File: src/verilog/dps_pkg.sv
// package of offsets, fields, resets and codes for the dac path setup registers
package dps_pkg;

  // ------------------------------------------------------------
  // register byte addresses (printed offsets not all multiples of four)
  // ------------------------------------------------------------
  localparam logic [7:0]  IDX_REC_SEL     = 8'h3D;
  localparam logic [7:0]  IDX_DSP_CFG     = 8'h3E;
  localparam logic [7:0]  IDX_DAC_PWR     = 8'h3F;
  localparam logic [7:0]  IDX_DAC_MUTE    = 8'h40;
  localparam logic [9:0]  ADDR_REC_SEL    = {IDX_REC_SEL, 2'h0};
  localparam logic [9:0]  ADDR_DSP_CFG    = {IDX_DSP_CFG, 2'h0};
  localparam logic [9:0]  ADDR_DAC_PWR    = {IDX_DAC_PWR, 2'h0};
  localparam logic [9:0]  ADDR_DAC_MUTE   = {IDX_DAC_MUTE, 2'h0};

  // ------------------------------------------------------------
  // reset values and writable masks
  // ------------------------------------------------------------
  localparam logic [7:0]  RST_REC_SEL     = 8'h01;
  localparam logic [7:0]  RST_DSP_CFG     = 8'h00;
  localparam logic [7:0]  RST_DAC_PWR     = 8'h14;
  localparam logic [7:0]  RST_DAC_MUTE    = 8'h0C;
  localparam logic [7:0]  MSK_REC_SEL     = 8'h1F;
  localparam logic [7:0]  MSK_DSP_CFG     = 8'h77;
  localparam logic [7:0]  MSK_DAC_PWR     = 8'hFF;
  localparam logic [7:0]  MSK_DAC_MUTE    = 8'hFF;

  // ------------------------------------------------------------
  // field positions
  // ------------------------------------------------------------
  localparam int          B_REC_AUX_A     = 6;
  localparam int          B_REC_AUX_B     = 5;
  localparam int          B_REC_KEEP      = 4;
  localparam int          B_PLY_AUX_A     = 2;
  localparam int          B_PLY_AUX_B     = 1;
  localparam int          B_PLY_KEEP      = 0;
  localparam int          B_LPWR          = 7;
  localparam int          B_RPWR          = 6;
  localparam int          B_LSRC          = 4;
  localparam int          B_RSRC          = 2;
  localparam int          B_STEP          = 0;
  localparam int          B_RMOD_INV      = 7;
  localparam int          B_AMUTE         = 4;
  localparam int          B_LMUTE         = 3;
  localparam int          B_RMUTE         = 2;
  localparam int          B_GANG          = 0;

  // ------------------------------------------------------------
  // codes
  // ------------------------------------------------------------
  localparam logic [4:0]  REC_SEL_DSP     = 5'h00;
  localparam logic [4:0]  REC_SEL_LAST    = 5'h12;
  localparam logic [1:0]  SRC_NONE        = 2'h0;
  localparam logic [1:0]  SRC_SAME        = 2'h1;
  localparam logic [1:0]  SRC_OTHER       = 2'h2;
  localparam logic [1:0]  SRC_MONO        = 2'h3;
  localparam logic [1:0]  STEP_ONE        = 2'h0;
  localparam logic [1:0]  STEP_TWO        = 2'h1;
  localparam logic [1:0]  STEP_OFF        = 2'h2;
  localparam logic [1:0]  GANG_NONE       = 2'h0;
  localparam logic [1:0]  GANG_R2L        = 2'h1;
  localparam logic [1:0]  GANG_L2R        = 2'h2;
  localparam logic [15:0] AMUTE_BASE      = 16'h0064;

endpackage

File: src/verilog/dps_dc_mute.sv
// dc-run auto mute detector for one dac channel
`timescale 1ns/1ps
module dps_dc_mute #(
  parameter int DW = 16
) (
  // clock and reset
  input  wire logic          i_mclk,
  input  wire logic          i_sys_rst,
  // sample stream
  input  wire logic          i_smp_stb,
  input  wire logic [DW-1:0] i_smp,
  // control
  input  wire logic [2:0]    i_code,
  // result
  output logic               o_muted
);

  logic [DW-1:0] last_q;
  logic [15:0]   run_q;
  logic [15:0]   run_d;
  logic [15:0]   limit;
  logic          same;
  logic          over;

  // ------------------------------------------------------------
  // run length of identical samples
  // ------------------------------------------------------------
  assign limit = dps_pkg::AMUTE_BASE << (i_code - 3'h1);
  assign same  = (i_smp == last_q);
  assign over  = (i_code != 3'h0) && (run_q > limit);
  assign run_d = !same ? 16'h0001 : ((run_q == 16'hFFFF) ? run_q : run_q + 16'h0001);

  always_ff @(posedge i_mclk) begin
    if (i_sys_rst) begin
      last_q  <= '0;
      run_q   <= 16'h0000;
      o_muted <= 1'b0;
    end else begin
      if (i_smp_stb) begin
        last_q <= i_smp;
        run_q  <= run_d;
      end
      o_muted <= over;
    end
  end

endmodule

File: src/verilog/dps_regs.sv
// apb register bank and control logic for the dac path setup registers
//
// Overview of operation
// - code zero picks record dsp; 1..18 fixed
// - bits 6,5 are record dsp jump conditions
// - bit 4 low clears record counter each frame
// - bits 2,1 are playback dsp jump conditions
// - bit 0 low clears playback counter each frame
// - bit 7 powers left dac, reset off
// - bit 6 powers right dac, reset off
// - left source none, left, right, mono
// - right source none, right, left, mono
// - volume steps per word clock, two, direct
// - right off gives zero or inverted left
// - auto mute after long dc run
// - bit 3 mutes left, reset muted
// - bit 2 mutes right, reset muted
// - volume ganging independent, right-to-left, left-to-right
//
// Implementation choice: register access over APB.
`timescale 1ns/1ps
module dps_regs #(
  parameter int DW = 16
) (
  // clock and reset
  input  wire logic          i_mclk,
  input  wire logic          i_sys_rst,
  // apb slave
  input  wire logic          i_psel,
  input  wire logic          i_penable,
  input  wire logic          i_pwrite,
  input  wire logic [11:0]   i_paddr,
  input  wire logic [31:0]   i_pwdata,
  output logic               o_pready,
  output logic [31:0]        o_prdata,
  output logic               o_pslverr,
  // audio frame and interface data
  input  wire logic          i_frame_stb,
  input  wire logic [DW-1:0] i_if_left,
  input  wire logic [DW-1:0] i_if_right,
  input  wire logic          i_lmod,
  // volume targets from the volume registers
  input  wire logic [7:0]    i_lvol_set,
  input  wire logic [7:0]    i_rvol_set,
  // record side dsp controls
  output logic               o_rec_use_dsp,
  output logic [4:0]         o_rec_block,
  output logic               o_rec_sel_bad,
  output logic [1:0]         o_rec_jmp_cond,
  output logic               o_rec_pc_clr,
  // playback side dsp controls
  output logic [1:0]         o_ply_jmp_cond,
  output logic               o_ply_pc_clr,
  // dac channel controls
  output logic               o_lpwr,
  output logic               o_rpwr,
  output logic [DW-1:0]      o_ldac,
  output logic [DW-1:0]      o_rdac,
  output logic               o_rmod,
  output logic               o_lmute,
  output logic               o_rmute,
  output logic [7:0]         o_lvol,
  output logic [7:0]         o_rvol
);

  logic [7:0]    rec_q;
  logic [7:0]    dsp_q;
  logic [7:0]    pwr_q;
  logic [7:0]    mut_q;
  logic          step_ph_q;
  logic [7:0]    lvol_d;
  logic [7:0]    rvol_d;
  logic [7:0]    ltgt;
  logic [7:0]    rtgt;
  logic          step_go;
  logic [DW:0]   mono_sum;
  logic [DW-1:0] mono;
  logic [DW-1:0] lsel;
  logic [DW-1:0] rsel;
  logic          lauto;
  logic          rauto;
  logic          acc;
  logic          wr;
  logic          hit_rec;
  logic          hit_dsp;
  logic          hit_pwr;
  logic          hit_mut;
  logic          hit_any;
  logic [7:0]    rd_byte;
  logic [1:0]    lsrc;
  logic [1:0]    rsrc;
  logic [1:0]    step;
  logic [1:0]    gang;

  // ------------------------------------------------------------
  // apb decode
  // ------------------------------------------------------------
  assign acc     = i_psel && i_penable && !o_pready;
  assign wr      = acc && i_pwrite;
  assign hit_rec = (i_paddr[9:0] == dps_pkg::ADDR_REC_SEL) && (i_paddr[11:10] == 2'h0);
  assign hit_dsp = (i_paddr[9:0] == dps_pkg::ADDR_DSP_CFG) && (i_paddr[11:10] == 2'h0);
  assign hit_pwr = (i_paddr[9:0] == dps_pkg::ADDR_DAC_PWR) && (i_paddr[11:10] == 2'h0);
  assign hit_mut = (i_paddr[9:0] == dps_pkg::ADDR_DAC_MUTE) && (i_paddr[11:10] == 2'h0);
  assign hit_any = hit_rec || hit_dsp || hit_pwr || hit_mut;
  assign rd_byte = hit_rec ? rec_q : hit_dsp ? dsp_q : hit_pwr ? pwr_q : hit_mut ? mut_q : 8'h00;

  always_ff @(posedge i_mclk) begin
    if (i_sys_rst) begin
      rec_q     <= dps_pkg::RST_REC_SEL;
      dsp_q     <= dps_pkg::RST_DSP_CFG;
      pwr_q     <= dps_pkg::RST_DAC_PWR;
      mut_q     <= dps_pkg::RST_DAC_MUTE;
      o_pready  <= 1'b0;
      o_prdata  <= 32'h0000_0000;
      o_pslverr <= 1'b0;
    end else begin
      o_pready  <= acc;
      o_pslverr <= acc && !hit_any;
      if (acc && !i_pwrite) begin
        o_prdata <= {24'h00_0000, rd_byte};
      end
      if (wr && hit_rec) begin
        rec_q <= i_pwdata[7:0] & dps_pkg::MSK_REC_SEL;
      end
      if (wr && hit_dsp) begin
        dsp_q <= i_pwdata[7:0] & dps_pkg::MSK_DSP_CFG;
      end
      if (wr && hit_pwr) begin
        pwr_q <= i_pwdata[7:0] & dps_pkg::MSK_DAC_PWR;
      end
      if (wr && hit_mut) begin
        mut_q <= i_pwdata[7:0] & dps_pkg::MSK_DAC_MUTE;
      end
    end
  end

  // ------------------------------------------------------------
  // field views
  // ------------------------------------------------------------
  assign lsrc = pwr_q[dps_pkg::B_LSRC +: 2];
  assign rsrc = pwr_q[dps_pkg::B_RSRC +: 2];
  assign step = pwr_q[dps_pkg::B_STEP +: 2];
  assign gang = mut_q[dps_pkg::B_GANG +: 2];

  // ------------------------------------------------------------
  // data path source selection
  // ------------------------------------------------------------
  assign mono_sum = {i_if_left[DW-1], i_if_left} + {i_if_right[DW-1], i_if_right};
  assign mono     = mono_sum[DW:1];
  assign lsel = (lsrc == dps_pkg::SRC_SAME)  ? i_if_left  :
                (lsrc == dps_pkg::SRC_OTHER) ? i_if_right :
                (lsrc == dps_pkg::SRC_MONO)  ? mono : '0;
  assign rsel = (rsrc == dps_pkg::SRC_SAME)  ? i_if_right :
                (rsrc == dps_pkg::SRC_OTHER) ? i_if_left  :
                (rsrc == dps_pkg::SRC_MONO)  ? mono : '0;

  // ------------------------------------------------------------
  // auto mute detectors
  // ------------------------------------------------------------
  dps_dc_mute #(
    .DW        (DW)
  ) u_lmute (
    .i_mclk    (i_mclk),
    .i_sys_rst (i_sys_rst),
    .i_smp_stb (i_frame_stb),
    .i_smp     (lsel),
    .i_code    (mut_q[dps_pkg::B_AMUTE +: 3]),
    .o_muted   (lauto)
  );

  dps_dc_mute #(
    .DW        (DW)
  ) u_rmute (
    .i_mclk    (i_mclk),
    .i_sys_rst (i_sys_rst),
    .i_smp_stb (i_frame_stb),
    .i_smp     (rsel),
    .i_code    (mut_q[dps_pkg::B_AMUTE +: 3]),
    .o_muted   (rauto)
  );

  // ------------------------------------------------------------
  // volume ganging and soft stepping
  // ------------------------------------------------------------
  assign ltgt = (gang == dps_pkg::GANG_R2L) ? i_rvol_set : i_lvol_set;
  assign rtgt = (gang == dps_pkg::GANG_L2R) ? i_lvol_set : i_rvol_set;
  assign step_go = i_frame_stb && ((step == dps_pkg::STEP_ONE) ||
                   ((step == dps_pkg::STEP_TWO) && step_ph_q));
  assign lvol_d = (step == dps_pkg::STEP_OFF) ? ltgt :
                  !step_go ? o_lvol :
                  ($signed(o_lvol) < $signed(ltgt)) ? o_lvol + 8'h01 :
                  ($signed(o_lvol) > $signed(ltgt)) ? o_lvol - 8'h01 : o_lvol;
  assign rvol_d = (step == dps_pkg::STEP_OFF) ? rtgt :
                  !step_go ? o_rvol :
                  ($signed(o_rvol) < $signed(rtgt)) ? o_rvol + 8'h01 :
                  ($signed(o_rvol) > $signed(rtgt)) ? o_rvol - 8'h01 : o_rvol;

  // ------------------------------------------------------------
  // registered control outputs
  // ------------------------------------------------------------
  always_ff @(posedge i_mclk) begin
    if (i_sys_rst) begin
      step_ph_q      <= 1'b0;
      o_lvol         <= 8'h00;
      o_rvol         <= 8'h00;
      o_rec_use_dsp  <= 1'b0;
      o_rec_block    <= 5'h01;
      o_rec_sel_bad  <= 1'b0;
      o_rec_jmp_cond <= 2'h0;
      o_rec_pc_clr   <= 1'b0;
      o_ply_jmp_cond <= 2'h0;
      o_ply_pc_clr   <= 1'b0;
      o_lpwr         <= 1'b0;
      o_rpwr         <= 1'b0;
      o_ldac         <= '0;
      o_rdac         <= '0;
      o_rmod         <= 1'b0;
      o_lmute        <= 1'b1;
      o_rmute        <= 1'b1;
    end else begin
      if (i_frame_stb) begin
        step_ph_q <= !step_ph_q;
        o_ldac    <= lsel;
        o_rdac    <= rsel;
      end
      o_lvol         <= lvol_d;
      o_rvol         <= rvol_d;
      o_rec_use_dsp  <= (rec_q[4:0] == dps_pkg::REC_SEL_DSP);
      o_rec_block    <= rec_q[4:0];
      o_rec_sel_bad  <= (rec_q[4:0] > dps_pkg::REC_SEL_LAST);
      o_rec_jmp_cond <= {dsp_q[dps_pkg::B_REC_AUX_A], dsp_q[dps_pkg::B_REC_AUX_B]};
      o_rec_pc_clr   <= i_frame_stb && !dsp_q[dps_pkg::B_REC_KEEP];
      o_ply_jmp_cond <= {dsp_q[dps_pkg::B_PLY_AUX_A], dsp_q[dps_pkg::B_PLY_AUX_B]};
      o_ply_pc_clr   <= i_frame_stb && !dsp_q[dps_pkg::B_PLY_KEEP];
      o_lpwr         <= pwr_q[dps_pkg::B_LPWR];
      o_rpwr         <= pwr_q[dps_pkg::B_RPWR];
      o_rmod         <= pwr_q[dps_pkg::B_RPWR] ? 1'b0 :
                        (mut_q[dps_pkg::B_RMOD_INV] ? !i_lmod : 1'b0);
      o_lmute        <= mut_q[dps_pkg::B_LMUTE] || lauto;
      o_rmute        <= mut_q[dps_pkg::B_RMUTE] || rauto;
    end
  end

endmodule

File: config.mk
export PLATFORM = sky130hd
export DESIGN_NAME = dps_regs
export DESIGN_NICKNAME = d
export VERILOG_FILES = /design/src/verilog/dps_pkg.sv /design/src/verilog/dps_dc_mute.sv /design/src/verilog/dps_regs.sv
export SDC_FILE = /design/constraint.sdc
export NUM_CORES = 1
export LEC_CHECK = 0
export ABC_AREA = 1
export BUFFER_PORTS_ARGS = -buffer_cell sky130_fd_sc_hd__buf_2
export CAP_MARGIN = 0
export CORE_ASPECT_RATIO = 1.75
export CORE_MARGIN = 10
export CORE_UTILIZATION = 25
export CTS_BUF_LIST = sky130_fd_sc_hd__clkbuf_4
export DETAILED_ROUTE_END_ITERATION = 16
export PLACE_DENSITY_LB_ADDON = 0.05
export RECOVER_POWER = 50
export SLEW_MARGIN = 0
export SYNTH_ARGS = -nofsm -noshare
export SYNTH_HDL_FRONTEND = slang
export SYNTH_SLANG_ARGS = --single-unit
File: constraint.sdc
create_clock -name i_mclk -period 5.1 [get_ports i_mclk]
set_input_delay 0.255 -clock i_mclk [delete_from_list [all_inputs] [get_ports i_mclk]]
set_output_delay 0.255 -clock i_mclk [all_outputs]
set_load 0.03 [all_outputs]
==> metrics.md <==
| Metric | Value |
|---|---|
| Outcome | finished with violations |
| Failing checks | capacitance limit, slew limit |
| Number of rows created at floorplan | just under 100 |
| CP Max Fanout | 16 |
| Worst slew pin tran | ~3300 ps |
| Boundary pin count | slightly below 200 |
| Setup repair after global routing missed its margin | false |
| Synthesized instance count | between 1500 and 2000 |
| Leakage power | roughly 5.6 nW |
| Max Freq | about 230 MHz |
| Count of state elements after synthesis | 138 |
| Number of antenna violations at the first check in global routing | 2 |
| Post-detailed-route via-to-cell ratio | ~4.6 |
| Capturing element type of the critical path | flip-flop |
| DRC errors left | 0 |
| Global-route usage over all layers | approximately 16% |
| Average cell area after synthesis | between 6 and 7 sq um |
| Period minus WS final | roughly 4400 ps |
| Antenna violation net count after detailed routing | 0 |
| Dominant cell type by count on the critical path | o21ai_0 |
| Clock H-tree levels | 4 |
| Biggest area consumer among synthesized cells | dfxtp_1 |
| Series of cell instances along the critical path | inv_1 -> nand2_1 -> a21oi_1 -> ha_1 -> nand2_1 -> o21ai_0 -> nand4_1 -> o211ai_1 -> xor2_1 -> inv_1 -> fa_1 -> o21ai_0 -> a21oi_1 -> o21ai_0 -> xor2_1 -> o21ai_0 -> a211oi_1 |
| Power consumption | 3.686 mW |
| Final nets | about 2000 |
| Final core area utilization | 29.43% |
| Setup violations, final | 0 |
| Area post-placement | roughly 12000 sq um |
| Global placer's final weighted congestion | slightly below 0.9 |
| CTS sink count | 138 |
| Hold_ws | approximately 86 ps |
| Most frequent standard cell in the layout excluding fill and tap cells | nand2_1 |
| Post-synth top area share | ~27% |
| Pin count of the biggest net entering global routing | 70 |
| Port-buffer cells | 150 |
| Die area | about 50000 sq um |
| Number of buffers inserted during clock tree synthesis | 17 |
| Source-to-sink clock delay at the later pin of the worst-skew pair | between 600 and 700 ps |
| DP HPWL | 32780 microns |
| Count of buffering cells on the critical path with inverters included | 2 |
| CTS resizes | 0 |
| First drt pass iteration count | 5 |
| DRC marker count from the first detailed-route iteration | 461 |
| Number of hold violations in the final report | 0 |
| Post-Route Setup TNS | 0 ps |
| Root Buffer Master | clkbuf_4 |
| Post-synthesis instance area | roughly 10000 sq um |
| Delay of the slowest cell on the worst path | roughly 460 ps |
| Most frequent cells in the layout | nand2_1, inv_1, nor2_1 |
| Min-delay worst type | in2reg |
| Cell with the biggest individual delay on the critical path | nand2_1 |
| Final number of max-transition violations | 56 |
| Via count of the first global-routing pass | 10880 |
| Max Cap Violations | 1 |
| Synth-to-layout area growth | 16.67% |
| Sequential cell area fraction in the yosys report | between 20% and 30% |
| Synthesis Warnings | 0 |
| Met2 Use GR | between 30% and 40% |
| Reg clk slew, reported paths | 160 ps |
| Post-route cell area | roughly 12000 sq um |
| Die X | around 170 microns |
| Area occupied by multi-input gates | roughly 6400 sq um |
| Vertical die dimension | ~290 microns |
| Wire length of the first global-routing pass | between 60000 and 70000 microns |
| Via count | between 10000 and 15000 |
| Family with the most delay on the worst path | compound AO/OA/AOI/OAI gates |
| Core ar. | roughly 41000 sq um |
| Area of all sequential standard cells | between 2000 and 3000 sq um |
| Worst endpoint required time | approximately 5500 ps |
| Number of library cell types mapped by synthesis | 45 |
| Flop-to-flop setup slack | between 700 and 800 ps |
| Type of the setup path with the least slack | reg2reg |
| Kind of start point of the critical path | flip-flop |
| Headroom to the max-slew limit | -117.1% |
| Largest cells by area after synthesis | dfxtp_1, nand2_1, ha_1 |
| Clock tree from TritonCTS | done |
| CP Data Arrival Time | ~4800 ps |
| Layer with the highest usage | met2 |
| Global routing usage on met1 | about 16% |
| Worst setup skew after layout | ~26 ps |
| Power density normalized to cell area | about 300 nW/um^2 |
| Initial Utilization | between 20% and 30% |
| Ratio of cells with drive above 1 in the final layout | under 10% |
| Final critical-path share of the clock period | between 80 and 90% |
| Worst ir drop on vdd | approximately 0.36 mV |
| Filler Cell Count | about 4700 |
| Clock buffer depth | 2 |
| Routed length per placed instance | ~18 microns |
| Total Wirelength | 41250 microns |
| Met3 Use GR | 2.676% |
| Residual overflow from global routing | 0 |
## power by group
| group | internal, mW | leakage, nW | switching (mW) | total (mW) |
|---|---|---|---|---|
| clock | 0.311 | 0.158 | 0.536 | 0.848 |
| combinational | 0.567 | 4.30 | 1.00 | 1.57 |
| sequential | 1.16 | 1.13 | 0.108 | 1.27 |
## cell usage after synthesis (all sizes together)
cell type  count
buf           42
o211ai        12
o21bai         2
xor2          25
o221a          1
o221ai         5
a41oi          2
fa             3
nor2         196
nor4          11
conb           1
nor3b          1
a211oi        27
nand3        145
inv          208
o2111ai        3
and2           2
nor3          13
or2            1
nand2        374
a21boi         2
a31oi          2
clkbuf        28
nand4         17
clkinv         5
ha            77
a21oi        135
xnor2          7
o21ai        110
dfxtp        138
nand3b        16
o31ai          1
## final timing paths
path | cells past startpoint | from | end
min | 5 | i_if_left[11] | u_rmute.last_q[11]
max | 17 | mut_q[0] | o_rvol[6]
min reg2reg | 1 | dsp_q[4] | o_rec_pc_clr
max reg2reg | 17 | mut_q[0] | o_rvol[6]
## routing by layer
| layer | up-vias | share of wire (%) |
|---|---|---|
| li1 | 5586 | - |
| met1 | 4889 | 38 |
| met2 | 180 | 56 |
| met3 | 55 | 2.9 |
| met4 | 2 | 3.0 |
| met5 | - | 0.017 |
## cell families (layout without fill, tap and decap cells)
kind of cell / after synthesis / after routing / share of synthesized area (%)
fa+ha+maj: 80 / 80 / 9.966
compound gates: 302 / 302 / 16.24
simple gates: 776 / 776 / 32.57
xor+xnor: 32 / 32 / 2.729
other cells: 1 / 25 / 0.03651
flops: 138 / 138 / 26.90
buf+inv: 283 / 434 / 11.56
## flip-flops by register name (all words and copies together) (netlist names), 2 cells and up
signal and count:
dsp_q 6, rec_q 5, u_lmute.run_q 16, u_rmute.run_q 16, u_rmute.last_q 16, o_prdata 8, o_ply_jmp_cond 2, o_lvol 8
pwr_q 8, mut_q 8, o_rvol 8, o_rec_block 5, o_rec_jmp_cond 2, u_lmute.last_q 16
## what timing repair did
item	CTS	global route
hold buffers	26	0
hold endpoints to repair	44	0
buffers inserted	0	0
## layout make-up
type / count / area share, %
Antenna cell: 1 / 0.02089
Clock buffer: 17 / 1.065
Timing Repair Buffer: 189 / 8.427
Clock inverter: 15 / 1.546
Inverter: 213 / 6.673
Sequential cell: 138 / 23.06
Multi-Input combinational cell: 1214 / 53.47
Tap cell: 550 / 5.744
## worst reg2reg max path: stages, from the launching register on
cell and delay (ps):
dfxtp_1 360, inv_1 70, nand2_1 460, a21oi_1 200
ha_1 330, nand2_1 70, o21ai_0 300, nand4_1 130
o211ai_1 120, xor2_1 400, inv_1 130, fa_1 410
o21ai_0 460, a21oi_1 130, o21ai_0 220, xor2_1 90
o21ai_0 170, a211oi_1 90
## stage by stage
step	std cells	setup WS, ps
after floorplan	1635	1480
after global placement	2278	948.6
after detailed placement	2278	911.6
after CTS	2336	882.9
after global routing	2337	253.1
final	2337	732.7
Power figures use the tool's default switching activity.
